## src/include/parallel_port_pkg.sv

```systemverilog
package parallel_port_pkg;
  // register byte offsets on the apb bus
  localparam logic [11:0] mode_off = 12'h000;
  localparam logic [11:0] data_off = 12'h004;
  localparam logic [11:0] addr_off = 12'h008;
  localparam logic [11:0] stat_off = 12'h00c;
  localparam logic [11:0] clr_off = 12'h010;
  localparam logic [11:0] en_off = 12'h014;
  localparam logic [11:0] ctrl_off = 12'h018;
  localparam logic [11:0] buf_off = 12'h01c;
  localparam int busy_bit = 15;
  localparam logic [14:0] mode_reset = 15'h0000;
  localparam logic [15:0] addr_reset = 16'h0000;
  // mode register fields, bits 14:0
  typedef struct packed {
    logic [1:0] irq_sel;
    logic [1:0] step_sel;
    logic wide;
    logic [1:0] op_sel;
    logic [1:0] setup_wait;
    logic [3:0] strobe_wait;
    logic [1:0] end_wait;
  } mode_s;
  localparam logic [1:0] irq_cycle = 2'b01;
  localparam logic [1:0] irq_buf = 2'b10;
  localparam logic [1:0] step_inc = 2'b01;
  localparam logic [1:0] step_dec = 2'b10;
  localparam logic [1:0] step_buf = 2'b11;
  localparam logic [1:0] op_legacy = 2'b00;
  localparam logic [1:0] op_enh = 2'b01;
  localparam logic [1:0] op_m2 = 2'b10;
  localparam logic [1:0] op_m1 = 2'b11;
  localparam int ev_cycle = 0;
  localparam int ev_buf = 1;
  localparam int n_events = 2;
  // interrupt buffer index that raises the buffer event
  localparam logic [1:0] last_buf = 2'b11;
endpackage

```

## src/hw/parallel_port_mode_control.sv

```systemverilog
`timescale 1ns/1ns
// Function
// - busy flag at mode bit 15 is high while a master transfer runs
// - interrupt select 00 gives none, 01 interrupts at each cycle end
// - select 10 interrupts on fourth buffer access or address lines equal 11
// - step select 01 adds one, 10 subtracts one, 00 keeps the address
// - step select 11 auto-advances slave buffers, only in legacy slave mode
// - width bit picks one 16-bit or one 8-bit transfer per data access
// - op select 11 runs direction line plus enable, 10 separate strobes
// - op select 01 is addressed slave, 00 legacy slave without address
// - setup wait code 00..11 gives 1..4 cycles of address and data setup
// - strobe wait zero forces setup 1, end 1 on write, end 0 on read
// - address bits 15 and 14 keep their value when used as chip selects
// - upper data lines join transfers only in 16-bit width
// - mode bits 31:16 read zero and writable fields reset to zero
module parallel_port_mode_control
  import parallel_port_pkg::*;
(
  input wire logic pclk,
  input wire logic presetn,
  input wire logic psel,
  input wire logic penable,
  input wire logic pwrite,
  input wire logic [11:0] paddr,
  input wire logic [31:0] pwdata,
  output logic [31:0] prdata,
  output logic pready,
  output logic pslverr,
  output logic irq,
  output logic [15:0] port_address_lines,
  output logic [1:0] port_chip_selects,
  output logic port_read_strobe,
  output logic port_write_strobe,
  output logic port_enable_strobe,
  output logic [15:0] port_data_out,
  output logic [15:0] port_data_oe,
  input wire logic [15:0] port_data_in,
  input wire logic [1:0] slave_address_in,
  input wire logic slave_read_in,
  input wire logic slave_write_in,
  input wire logic slave_select_in
);
  typedef enum logic [3:0] {
    st_idle = 4'b0001,
    st_setup = 4'b0010,
    st_strobe = 4'b0100,
    st_end = 4'b1000
  } state_e;

  // next address, leaving chip-select bits alone
  function automatic logic [15:0] step_addr(input logic [15:0] a, input logic [1:0] sel,
                                            input logic [1:0] cs_en);
    logic [15:0] n;
    n = a;
    if (sel == step_inc) n = a + 16'h0001;
    else if (sel == step_dec) n = a - 16'h0001;
    if (cs_en[0]) n[14] = a[14];
    if (cs_en[1]) n[15] = a[15];
    return n;
  endfunction

  // end hold length; zero strobe wait forces fixed figures
  function automatic logic [1:0] end_len(input mode_s m, input logic rd);
    if (m.strobe_wait == 4'h0) return rd ? 2'b00 : 2'b01;
    return m.end_wait;
  endfunction

  mode_s mode_q;
  logic [15:0] addr_q, txd_q, rxd_q;
  logic [1:0] cs_en_q;
  logic [n_events-1:0] stat_q, en_q;
  logic [7:0] rbuf_q [4];
  logic [7:0] wbuf_q [4];
  logic [1:0] rptr_q, wptr_q;
  state_e state_q;
  logic [3:0] cnt_q;
  logic rd_q, done_q, slv_done_q, slv_last_q;
  logic [31:0] rdata_d;
  logic acc, wr_acc, rd_acc, master, start, err_d;

  // one wait state keeps pready and prdata flop-driven
  assign acc = psel & penable & pready;
  assign wr_acc = acc & pwrite;
  assign rd_acc = acc & ~pwrite;
  assign master = mode_q.op_sel[1];
  assign start = acc && paddr == data_off && master && state_q == st_idle;

  // synchronisers for every pin coming from the far side
  logic [20:0] sy1_q, sy2_q;
  logic sy3_rd_q, sy3_wr_q;
  always_ff @(posedge pclk or negedge presetn)
  begin
    if (!presetn)
    begin
      sy1_q <= '0;
      sy2_q <= '0;
      sy3_rd_q <= 1'b0;
      sy3_wr_q <= 1'b0;
    end
    else
    begin
      sy1_q <= {slave_select_in, slave_write_in, slave_read_in, slave_address_in, port_data_in};
      sy2_q <= sy1_q;
      sy3_rd_q <= sy2_q[18] & sy2_q[20];
      sy3_wr_q <= sy2_q[19] & sy2_q[20];
    end
  end
  logic [15:0] din_s;
  logic [1:0] sadr_s;
  logic s_rd, s_wr, rd_end, wr_end, bufd;
  logic [1:0] sidx_rd, sidx_wr;
  assign din_s = sy2_q[15:0];
  assign sadr_s = sy2_q[17:16];
  assign s_rd = sy2_q[18] & sy2_q[20];
  assign s_wr = sy2_q[19] & sy2_q[20];
  assign rd_end = ~master & sy3_rd_q & ~s_rd;
  assign wr_end = ~master & sy3_wr_q & ~s_wr;
  assign bufd = mode_q.step_sel == step_buf && mode_q.op_sel == op_legacy;
  assign sidx_rd = bufd ? rptr_q : (mode_q.op_sel == op_enh ? sadr_s : 2'b00);
  assign sidx_wr = bufd ? wptr_q : (mode_q.op_sel == op_enh ? sadr_s : 2'b00);

  // apb answer and register read mux
  always_comb
  begin
    rdata_d = 32'h0000_0000;
    err_d = 1'b0;
    if (paddr == mode_off) rdata_d = {16'h0000, state_q != st_idle, mode_q};
    else if (paddr == data_off) rdata_d = {16'h0000, rxd_q};
    else if (paddr == addr_off) rdata_d = {16'h0000, addr_q};
    else if (paddr == stat_off) rdata_d = {30'h0, stat_q};
    else if (paddr == clr_off) rdata_d = 32'h0000_0000;
    else if (paddr == en_off) rdata_d = {30'h0, en_q};
    else if (paddr == ctrl_off) rdata_d = {30'h0, cs_en_q};
    else if (paddr == buf_off) rdata_d = {24'h0, wbuf_q[addr_q[1:0]]};
    else err_d = 1'b1;
  end
  always_ff @(posedge pclk or negedge presetn)
  begin
    if (!presetn)
    begin
      pready <= 1'b0;
      prdata <= 32'h0000_0000;
      pslverr <= 1'b0;
    end
    else
    begin
      pready <= psel & penable & ~pready;
      prdata <= rdata_d;
      pslverr <= psel & penable & ~pready & err_d;
    end
  end

  // software-written configuration
  always_ff @(posedge pclk or negedge presetn)
  begin
    if (!presetn)
    begin
      mode_q <= mode_reset;
      cs_en_q <= 2'b00;
      en_q <= '0;
      txd_q <= 16'h0000;
    end
    else if (wr_acc)
    begin
      if (paddr == mode_off) mode_q <= pwdata[14:0];
      if (paddr == ctrl_off) cs_en_q <= pwdata[1:0];
      if (paddr == en_off) en_q <= pwdata[n_events-1:0];
      if (start) txd_q <= mode_q.wide ? pwdata[15:0] : {8'h00, pwdata[7:0]};
    end
  end

  // address register, stepped once per finished master cycle
  always_ff @(posedge pclk or negedge presetn)
  begin
    if (!presetn) addr_q <= addr_reset;
    else if (wr_acc && paddr == addr_off) addr_q <= pwdata[15:0];
    else if (done_q) addr_q <= step_addr(addr_q, mode_q.step_sel, cs_en_q);
  end

  // master sequencer: setup, strobe, end hold
  always_ff @(posedge pclk or negedge presetn)
  begin
    if (!presetn)
    begin
      state_q <= st_idle;
      cnt_q <= 4'h0;
      rd_q <= 1'b0;
      done_q <= 1'b0;
      rxd_q <= 16'h0000;
    end
    else
    begin
      done_q <= 1'b0;
      case (state_q)
        st_idle:
          if (start)
          begin
            state_q <= st_setup;
            rd_q <= ~pwrite;
            cnt_q <= (mode_q.strobe_wait == 4'h0) ? 4'h0 : {2'b00, mode_q.setup_wait};
          end
        st_setup:
          if (cnt_q == 4'h0)
          begin
            state_q <= st_strobe;
            cnt_q <= mode_q.strobe_wait;
          end
          else cnt_q <= cnt_q - 4'h1;
        st_strobe:
          if (cnt_q == 4'h0)
          begin
            if (rd_q) rxd_q <= mode_q.wide ? din_s : {8'h00, din_s[7:0]};
            if (end_len(mode_q, rd_q) == 2'b00)
            begin
              state_q <= st_idle;
              done_q <= 1'b1;
            end
            else
            begin
              state_q <= st_end;
              cnt_q <= {2'b00, end_len(mode_q, rd_q) - 2'b01};
            end
          end
          else cnt_q <= cnt_q - 4'h1;
        st_end:
          if (cnt_q == 4'h0)
          begin
            state_q <= st_idle;
            done_q <= 1'b1;
          end
          else cnt_q <= cnt_q - 4'h1;
        default: state_q <= st_idle;
      endcase
    end
  end

  // slave buffers; host reads rbuf and writes wbuf
  always_ff @(posedge pclk or negedge presetn)
  begin
    if (!presetn)
    begin
      for (int i = 0; i < 4; i++)
      begin
        rbuf_q[i] <= 8'h00;
        wbuf_q[i] <= 8'h00;
      end
      rptr_q <= 2'b00;
      wptr_q <= 2'b00;
      slv_done_q <= 1'b0;
      slv_last_q <= 1'b0;
    end
    else
    begin
      slv_done_q <= rd_end | wr_end;
      slv_last_q <= (rd_end && sidx_rd == last_buf) || (wr_end && sidx_wr == last_buf);
      if (wr_acc && paddr == buf_off) rbuf_q[addr_q[1:0]] <= pwdata[7:0];
      if (wr_end) wbuf_q[sidx_wr] <= din_s[7:0];
      if (rd_end && bufd) rptr_q <= rptr_q + 2'b01;
      if (wr_end && bufd) wptr_q <= wptr_q + 2'b01;
    end
  end

  // sticky events; a set in the clearing cycle wins
  logic [n_events-1:0] ev;
  logic sel_last;
  assign sel_last = bufd || mode_q.op_sel == op_enh;
  assign ev[ev_cycle] = mode_q.irq_sel == irq_cycle && (done_q || slv_done_q);
  assign ev[ev_buf] = mode_q.irq_sel == irq_buf && slv_last_q && sel_last;
  always_ff @(posedge pclk or negedge presetn)
  begin
    if (!presetn)
    begin
      stat_q <= '0;
      irq <= 1'b0;
    end
    else
    begin
      if (wr_acc && paddr == clr_off) stat_q <= (stat_q & ~pwdata[n_events-1:0]) | ev;
      else stat_q <= stat_q | ev;
      irq <= |(stat_q & en_q);
    end
  end

  // pin drivers, registered from the sequencer state
  logic strobe, active;
  assign strobe = state_q == st_strobe;
  assign active = state_q != st_idle;
  always_ff @(posedge pclk or negedge presetn)
  begin
    if (!presetn)
    begin
      port_address_lines <= 16'h0000;
      port_chip_selects <= 2'b00;
      port_read_strobe <= 1'b0;
      port_write_strobe <= 1'b0;
      port_enable_strobe <= 1'b0;
      port_data_out <= 16'h0000;
      port_data_oe <= 16'h0000;
    end
    else if (master)
    begin
      port_address_lines <= addr_q;
      port_chip_selects <= cs_en_q & {addr_q[15], addr_q[14]} & {2{active}};
      if (mode_q.op_sel == op_m1)
      begin
        port_read_strobe <= active & rd_q;
        port_write_strobe <= 1'b0;
        port_enable_strobe <= strobe;
      end
      else
      begin
        port_read_strobe <= strobe & rd_q;
        port_write_strobe <= strobe & ~rd_q;
        port_enable_strobe <= 1'b0;
      end
      port_data_out <= txd_q;
      port_data_oe <= (active && !rd_q) ? {{8{mode_q.wide}}, 8'hff} : 16'h0000;
    end
    else
    begin
      // slave: only the low byte, driven while the host reads
      port_address_lines <= 16'h0000;
      port_chip_selects <= 2'b00;
      port_read_strobe <= 1'b0;
      port_write_strobe <= 1'b0;
      port_enable_strobe <= 1'b0;
      port_data_out <= {8'h00, rbuf_q[sidx_rd]};
      port_data_oe <= s_rd ? 16'h00ff : 16'h0000;
    end
  end

  // busy as read back must match the sequencer state at the latching edge
  a_busy_flag: assert property (@(posedge pclk) disable iff (!presetn)
    pready && paddr == mode_off |-> prdata[busy_bit] == ($past(state_q) != st_idle))
    else $error("busy flag differs from sequencer state");
  // with events off, a clear may drop bits but nothing may set one
  a_no_irq: assert property (@(posedge pclk) disable iff (!presetn)
    mode_q.irq_sel == 2'b00 |=> (stat_q & ~$past(stat_q)) == 2'b00)
    else $error("event with interrupt select off");
  a_cycle_irq: assert property (@(posedge pclk) disable iff (!presetn)
    done_q && mode_q.irq_sel == irq_cycle |=> stat_q[ev_cycle])
    else $error("cycle end event lost");
  a_buf_irq: assert property (@(posedge pclk) disable iff (!presetn)
    ev[ev_buf] |=> stat_q[ev_buf])
    else $error("buffer event lost");
  a_step_inc: assert property (@(posedge pclk) disable iff (!presetn)
    done_q && mode_q.step_sel == step_inc && cs_en_q == 2'b00 |=>
    addr_q == $past(addr_q) + 16'h0001)
    else $error("address not incremented");
  a_cs_hold: assert property (@(posedge pclk) disable iff (!presetn)
    done_q && cs_en_q == 2'b11 |=> addr_q[15:14] == $past(addr_q[15:14]))
    else $error("chip select bits stepped");
  a_fast_read: assert property (@(posedge pclk) disable iff (!presetn)
    start && !pwrite && mode_q.strobe_wait == 4'h0 |=> ##2 done_q)
    else $error("zero wait read length wrong");
  a_fast_write: assert property (@(posedge pclk) disable iff (!presetn)
    start && pwrite && mode_q.strobe_wait == 4'h0 |=> ##3 done_q)
    else $error("zero wait write length wrong");
  a_setup_len: assert property (@(posedge pclk) disable iff (!presetn)
    start && mode_q.strobe_wait != 4'h0 && mode_q.setup_wait == 2'b11 |=>
    state_q == st_setup [*4] ##1 strobe)
    else $error("setup wait length wrong");
  a_upper_lines: assert property (@(posedge pclk) disable iff (!presetn)
    !mode_q.wide && $stable(mode_q) |=> port_data_oe[15:8] == 8'h00)
    else $error("upper lines driven in 8-bit mode");
  a_hi_zero: assert property (@(posedge pclk) disable iff (!presetn)
    pready && paddr == mode_off |-> prdata[31:16] == 16'h0000)
    else $error("mode upper bits not zero");
  c_master_wr: cover property (@(posedge pclk) disable iff (!presetn) start && pwrite ##[1:40] done_q);
  c_slave_buf: cover property (@(posedge pclk) disable iff (!presetn) ev[ev_buf]);
  c_irq: cover property (@(posedge pclk) disable iff (!presetn) irq);
endmodule

```

## config.mk

```make
export PLATFORM = sky130hd
export DESIGN_NAME = parallel_port_mode_control
export DESIGN_NICKNAME = d
export VERILOG_FILES = /design/src/include/parallel_port_pkg.sv /design/src/hw/parallel_port_mode_control.sv
export SDC_FILE = /design/constraint.sdc
export NUM_CORES = 1
export LEC_CHECK = 0
export BUFFER_PORTS_ARGS = -buffer_cell sky130_fd_sc_hd__buf_4
export CORE_UTILIZATION = 40
export CTS_CLUSTER_DIAMETER = 30
export DETAILED_ROUTE_END_ITERATION = 16
export GPL_TIMING_DRIVEN = 0
export HOLD_SLACK_MARGIN = 0.03
export PLACE_DENSITY = 0.57
export SLEW_MARGIN = 0
export SYNTH_ARGS = -nofsm -noshare
export SYNTH_HDL_FRONTEND = slang
export SYNTH_SLANG_ARGS = --single-unit
```

## constraint.sdc

```tcl
create_clock -name pclk -period 3.8 [get_ports pclk]
set_clock_uncertainty 0.2 [all_clocks]
set_input_delay 0.76 -clock pclk [delete_from_list [all_inputs] [get_ports pclk]]
set_output_delay 0.76 -clock pclk [all_outputs]
set_load 0.005 [all_outputs]
```

==> metrics.txt <==
Area growth, synth to finish=29.65%; Setup crit end=addr_q[14]; flops & latches, synth=251; worst reg-to-reg path cell count=8; max cap viols=0; Residual DRC=0; reg-to-reg slack, setup=0.27 ns; YS warnings=0; share of cells above drive strength 1=35.70%; Root Driver=clkbuf_16; count leader, synth=dfrtp_1; VDD IR-drop max=356.9 uV; wire per inst=18.28 um; post-synth top area share=55.54%; vias=7614; Vias/cell=5.052; Distinct cells, synth=86; fill cell total of the finished layout=2410; Starting DRT DRC Count=480; Final Instance Area=14600 um2; Worst Slack Setup Final=0.2684 ns; area leader, netlist=dfrtp_1; CORE AREA=27710 um2; RSZ-0062 raised after global routing=no; initial antenna violation count=0; Crit Path Max Fanout=17; Worst R2R Start=mode_q[12]; Clk pin slew, worst setup/hold paths=0.05 ns; PwrDens=517.3 nW/um2; die area=28830 um2; Antenna Cells=0; first-pass GRT wire length=42990 um; syn avg cell area=12.57 um2; post-CTS sizing=0; CTS tree=done; P_leak=7.323 nW; Cell Area, Placed=12770 um2; # rows=61; gr usage total=19.67%; Final nets=1177; grt ovf=0; crit path cell chain=nand2b_1 -> ha_1 -> nor2b_1 -> o31a_1 -> o311ai_0 -> a21boi_0 -> xnor2_1 -> a41oi_1; CTS max path bufs=3; die height=169.8 um; slowest stage delay, CP=0.58 ns; Worst-Skew Late Latency=0.54 ns; Area contributors post-synth=dfrtp_1 56%, mux2_2 7.2%, mux2_4 2.5%; I/O Buffers=122; worst min-delay path class=in -> reg; CP Capture Type=flip-flop; cells after synthesis=896; vias in the first global route=7497; highest clock rate=0.2832 GHz; chip width=169.8 um; final setup vio count=0; post-synthesis sequential area ratio=55.78%; Critical path origin=mode_q[12]; most frequent cells after synthesis=250 x dfrtp_1, 72 x mux2_2, 68 x nand2_1; flip-flop and latch area=6282 um2; post-CTS setup buffers=0; Clock Sink Count=251; Initial Utilization=40.65%; Worst Tran Pin Value=1.230 ns; status=finished, final reports clean; Synth Cell Area=11260 um2; Critical Path AT=3.74 ns; TritonCTS Buffers=51; largest net degree at the start of global routing=87; Post-Route WL=27550 um; CP Launch Type=flip-flop; Worst Path Required=4.00 ns; count of pins over their slew limit=0; DP Worst Slack=0.3445 ns; fin crit share=92.94%; RD Place Congestion=0.8959; IO Pins=158; DRT Pass-1 Iters=5; Period minus WS final=3.532 ns; Final Hold Viols=0; crit path max-delay cell type=o311ai_0; DP HPWL=19570 um; hold depth=1; post-route ant nets=0; Hold-fix buffers, CTS=1; critical path type=reg -> reg; Core Util, Final=52.71%; area of the multi-input gates=4501 um2; Hold Slack=0.1248 ns; CTS H-tree depth=2; ys flop type=dfrtp_1; Async S/R FF share, synth=100.0%; Worst slew margin=17.99%; Post-synth EDFFs=0; R2R Path End=addr_q[14]
-- logic make-up after synthesis --
group                      share of synthesized area, %
AOI/OAI and AO/OA                                 9.054
and+or+nand+nor                                   11.89
adders and majority gates                         2.066
other                                           0.03329
xor gates and xnor gates                          1.011
buffers and inverters                             4.765
muxes                                             15.41
DFF                                               55.78
-- placed cells by master (no fill, tap or decap), drive strengths merged, types with 23 or more instances in the layout --
| cell type | n |
|---|---|
| mux2 | 110 |
| nor2 | 43 |
| nand2 | 71 |
| clkbuf | 77 |
| a21oi | 34 |
| and2 | 28 |
| dfrtp | 250 |
| o21ai | 47 |
| buf | 176 |
| inv | 23 |
-- worst max-delay path, delay by kind of cell (launching register included) --
| kind | cells | cell delay, ns |
|---|---|---|
| compound gates | 4 | 1.25 |
| xor+xnor | 1 | 0.24 |
| fa+ha+maj | 1 | 0.55 |
| flops | 1 | 0.43 |
| simple gates | 2 | 0.73 |
-- power breakdown --
part	internal, mW	switching [mW]
combinational	0.0892	0.109
clock	3.16	1.45
sequential	2.72	0.0215
total	5.98	1.58
-- metal layers --
metal | vias to the layer above | routed length [um] | global-route usage (%)
met2 | 220 | 12810 | 30.36
met3 | 56 | 1325 | 3.475
met1 | 3778 | 12650 | 27.63
li1 | 3560 | - | -
met4 | 0 | 760 | 7.403
met5 | - | 0 | 0
-- sequential cells by signal, indices dropped and copies added, names as in the netlist, 4 cells and up --
| name | cells |
|---|---|
| state_q | 4 |
| txd_q | 16 |
| rbuf_q | 32 |
| sy1_q | 21 |
| addr_q | 16 |
| cnt_q | 4 |
| rxd_q | 16 |
| prdata | 16 |
| port_data_out | 16 |
| mode_q | 14 |
| port_address_lines | 16 |
| sy2_q | 21 |
| wbuf_q | 32 |
-- how the worst min path moves through the flow --
stage	startpoint	to	slack, ns
finish	port_data_in[4]	sy1_q[4]	0.12
global route	port_data_in[15]	sy1_q[15]	0.11
floorplan	sy1_q[0]	sy2_q[0]	0.13
detailed placement	sy1_q[19]	sy2_q[19]	0.13
global placement	sy1_q[4]	sy2_q[4]	0.13
CTS	port_data_in[4]	sy1_q[4]	0.11
-- area by class of cell --
type	instances	area share, %
multi-input cells	571	30.82
plain buffers	70	3.187
flip-flops and latches	251	43.02
clock buffers	59	9.511
clock inverters	34	2.965
well taps	378	3.239
inverters	19	0.4884
repair buffers	125	6.769
-- stage by stage --
step	cells	TNS, ns	power (mW)
6_report	1507	0	7.553
3_5_place_dp	1413	0	2.987
5_1_grt	1507	0	7.804
4_1_cts	1507	0	7.641
3_3_place_gp	1411	-73.88	2.977
2_1_floorplan	911	0	2.843
No activity file was read; power rests on OpenSTA's default activity.
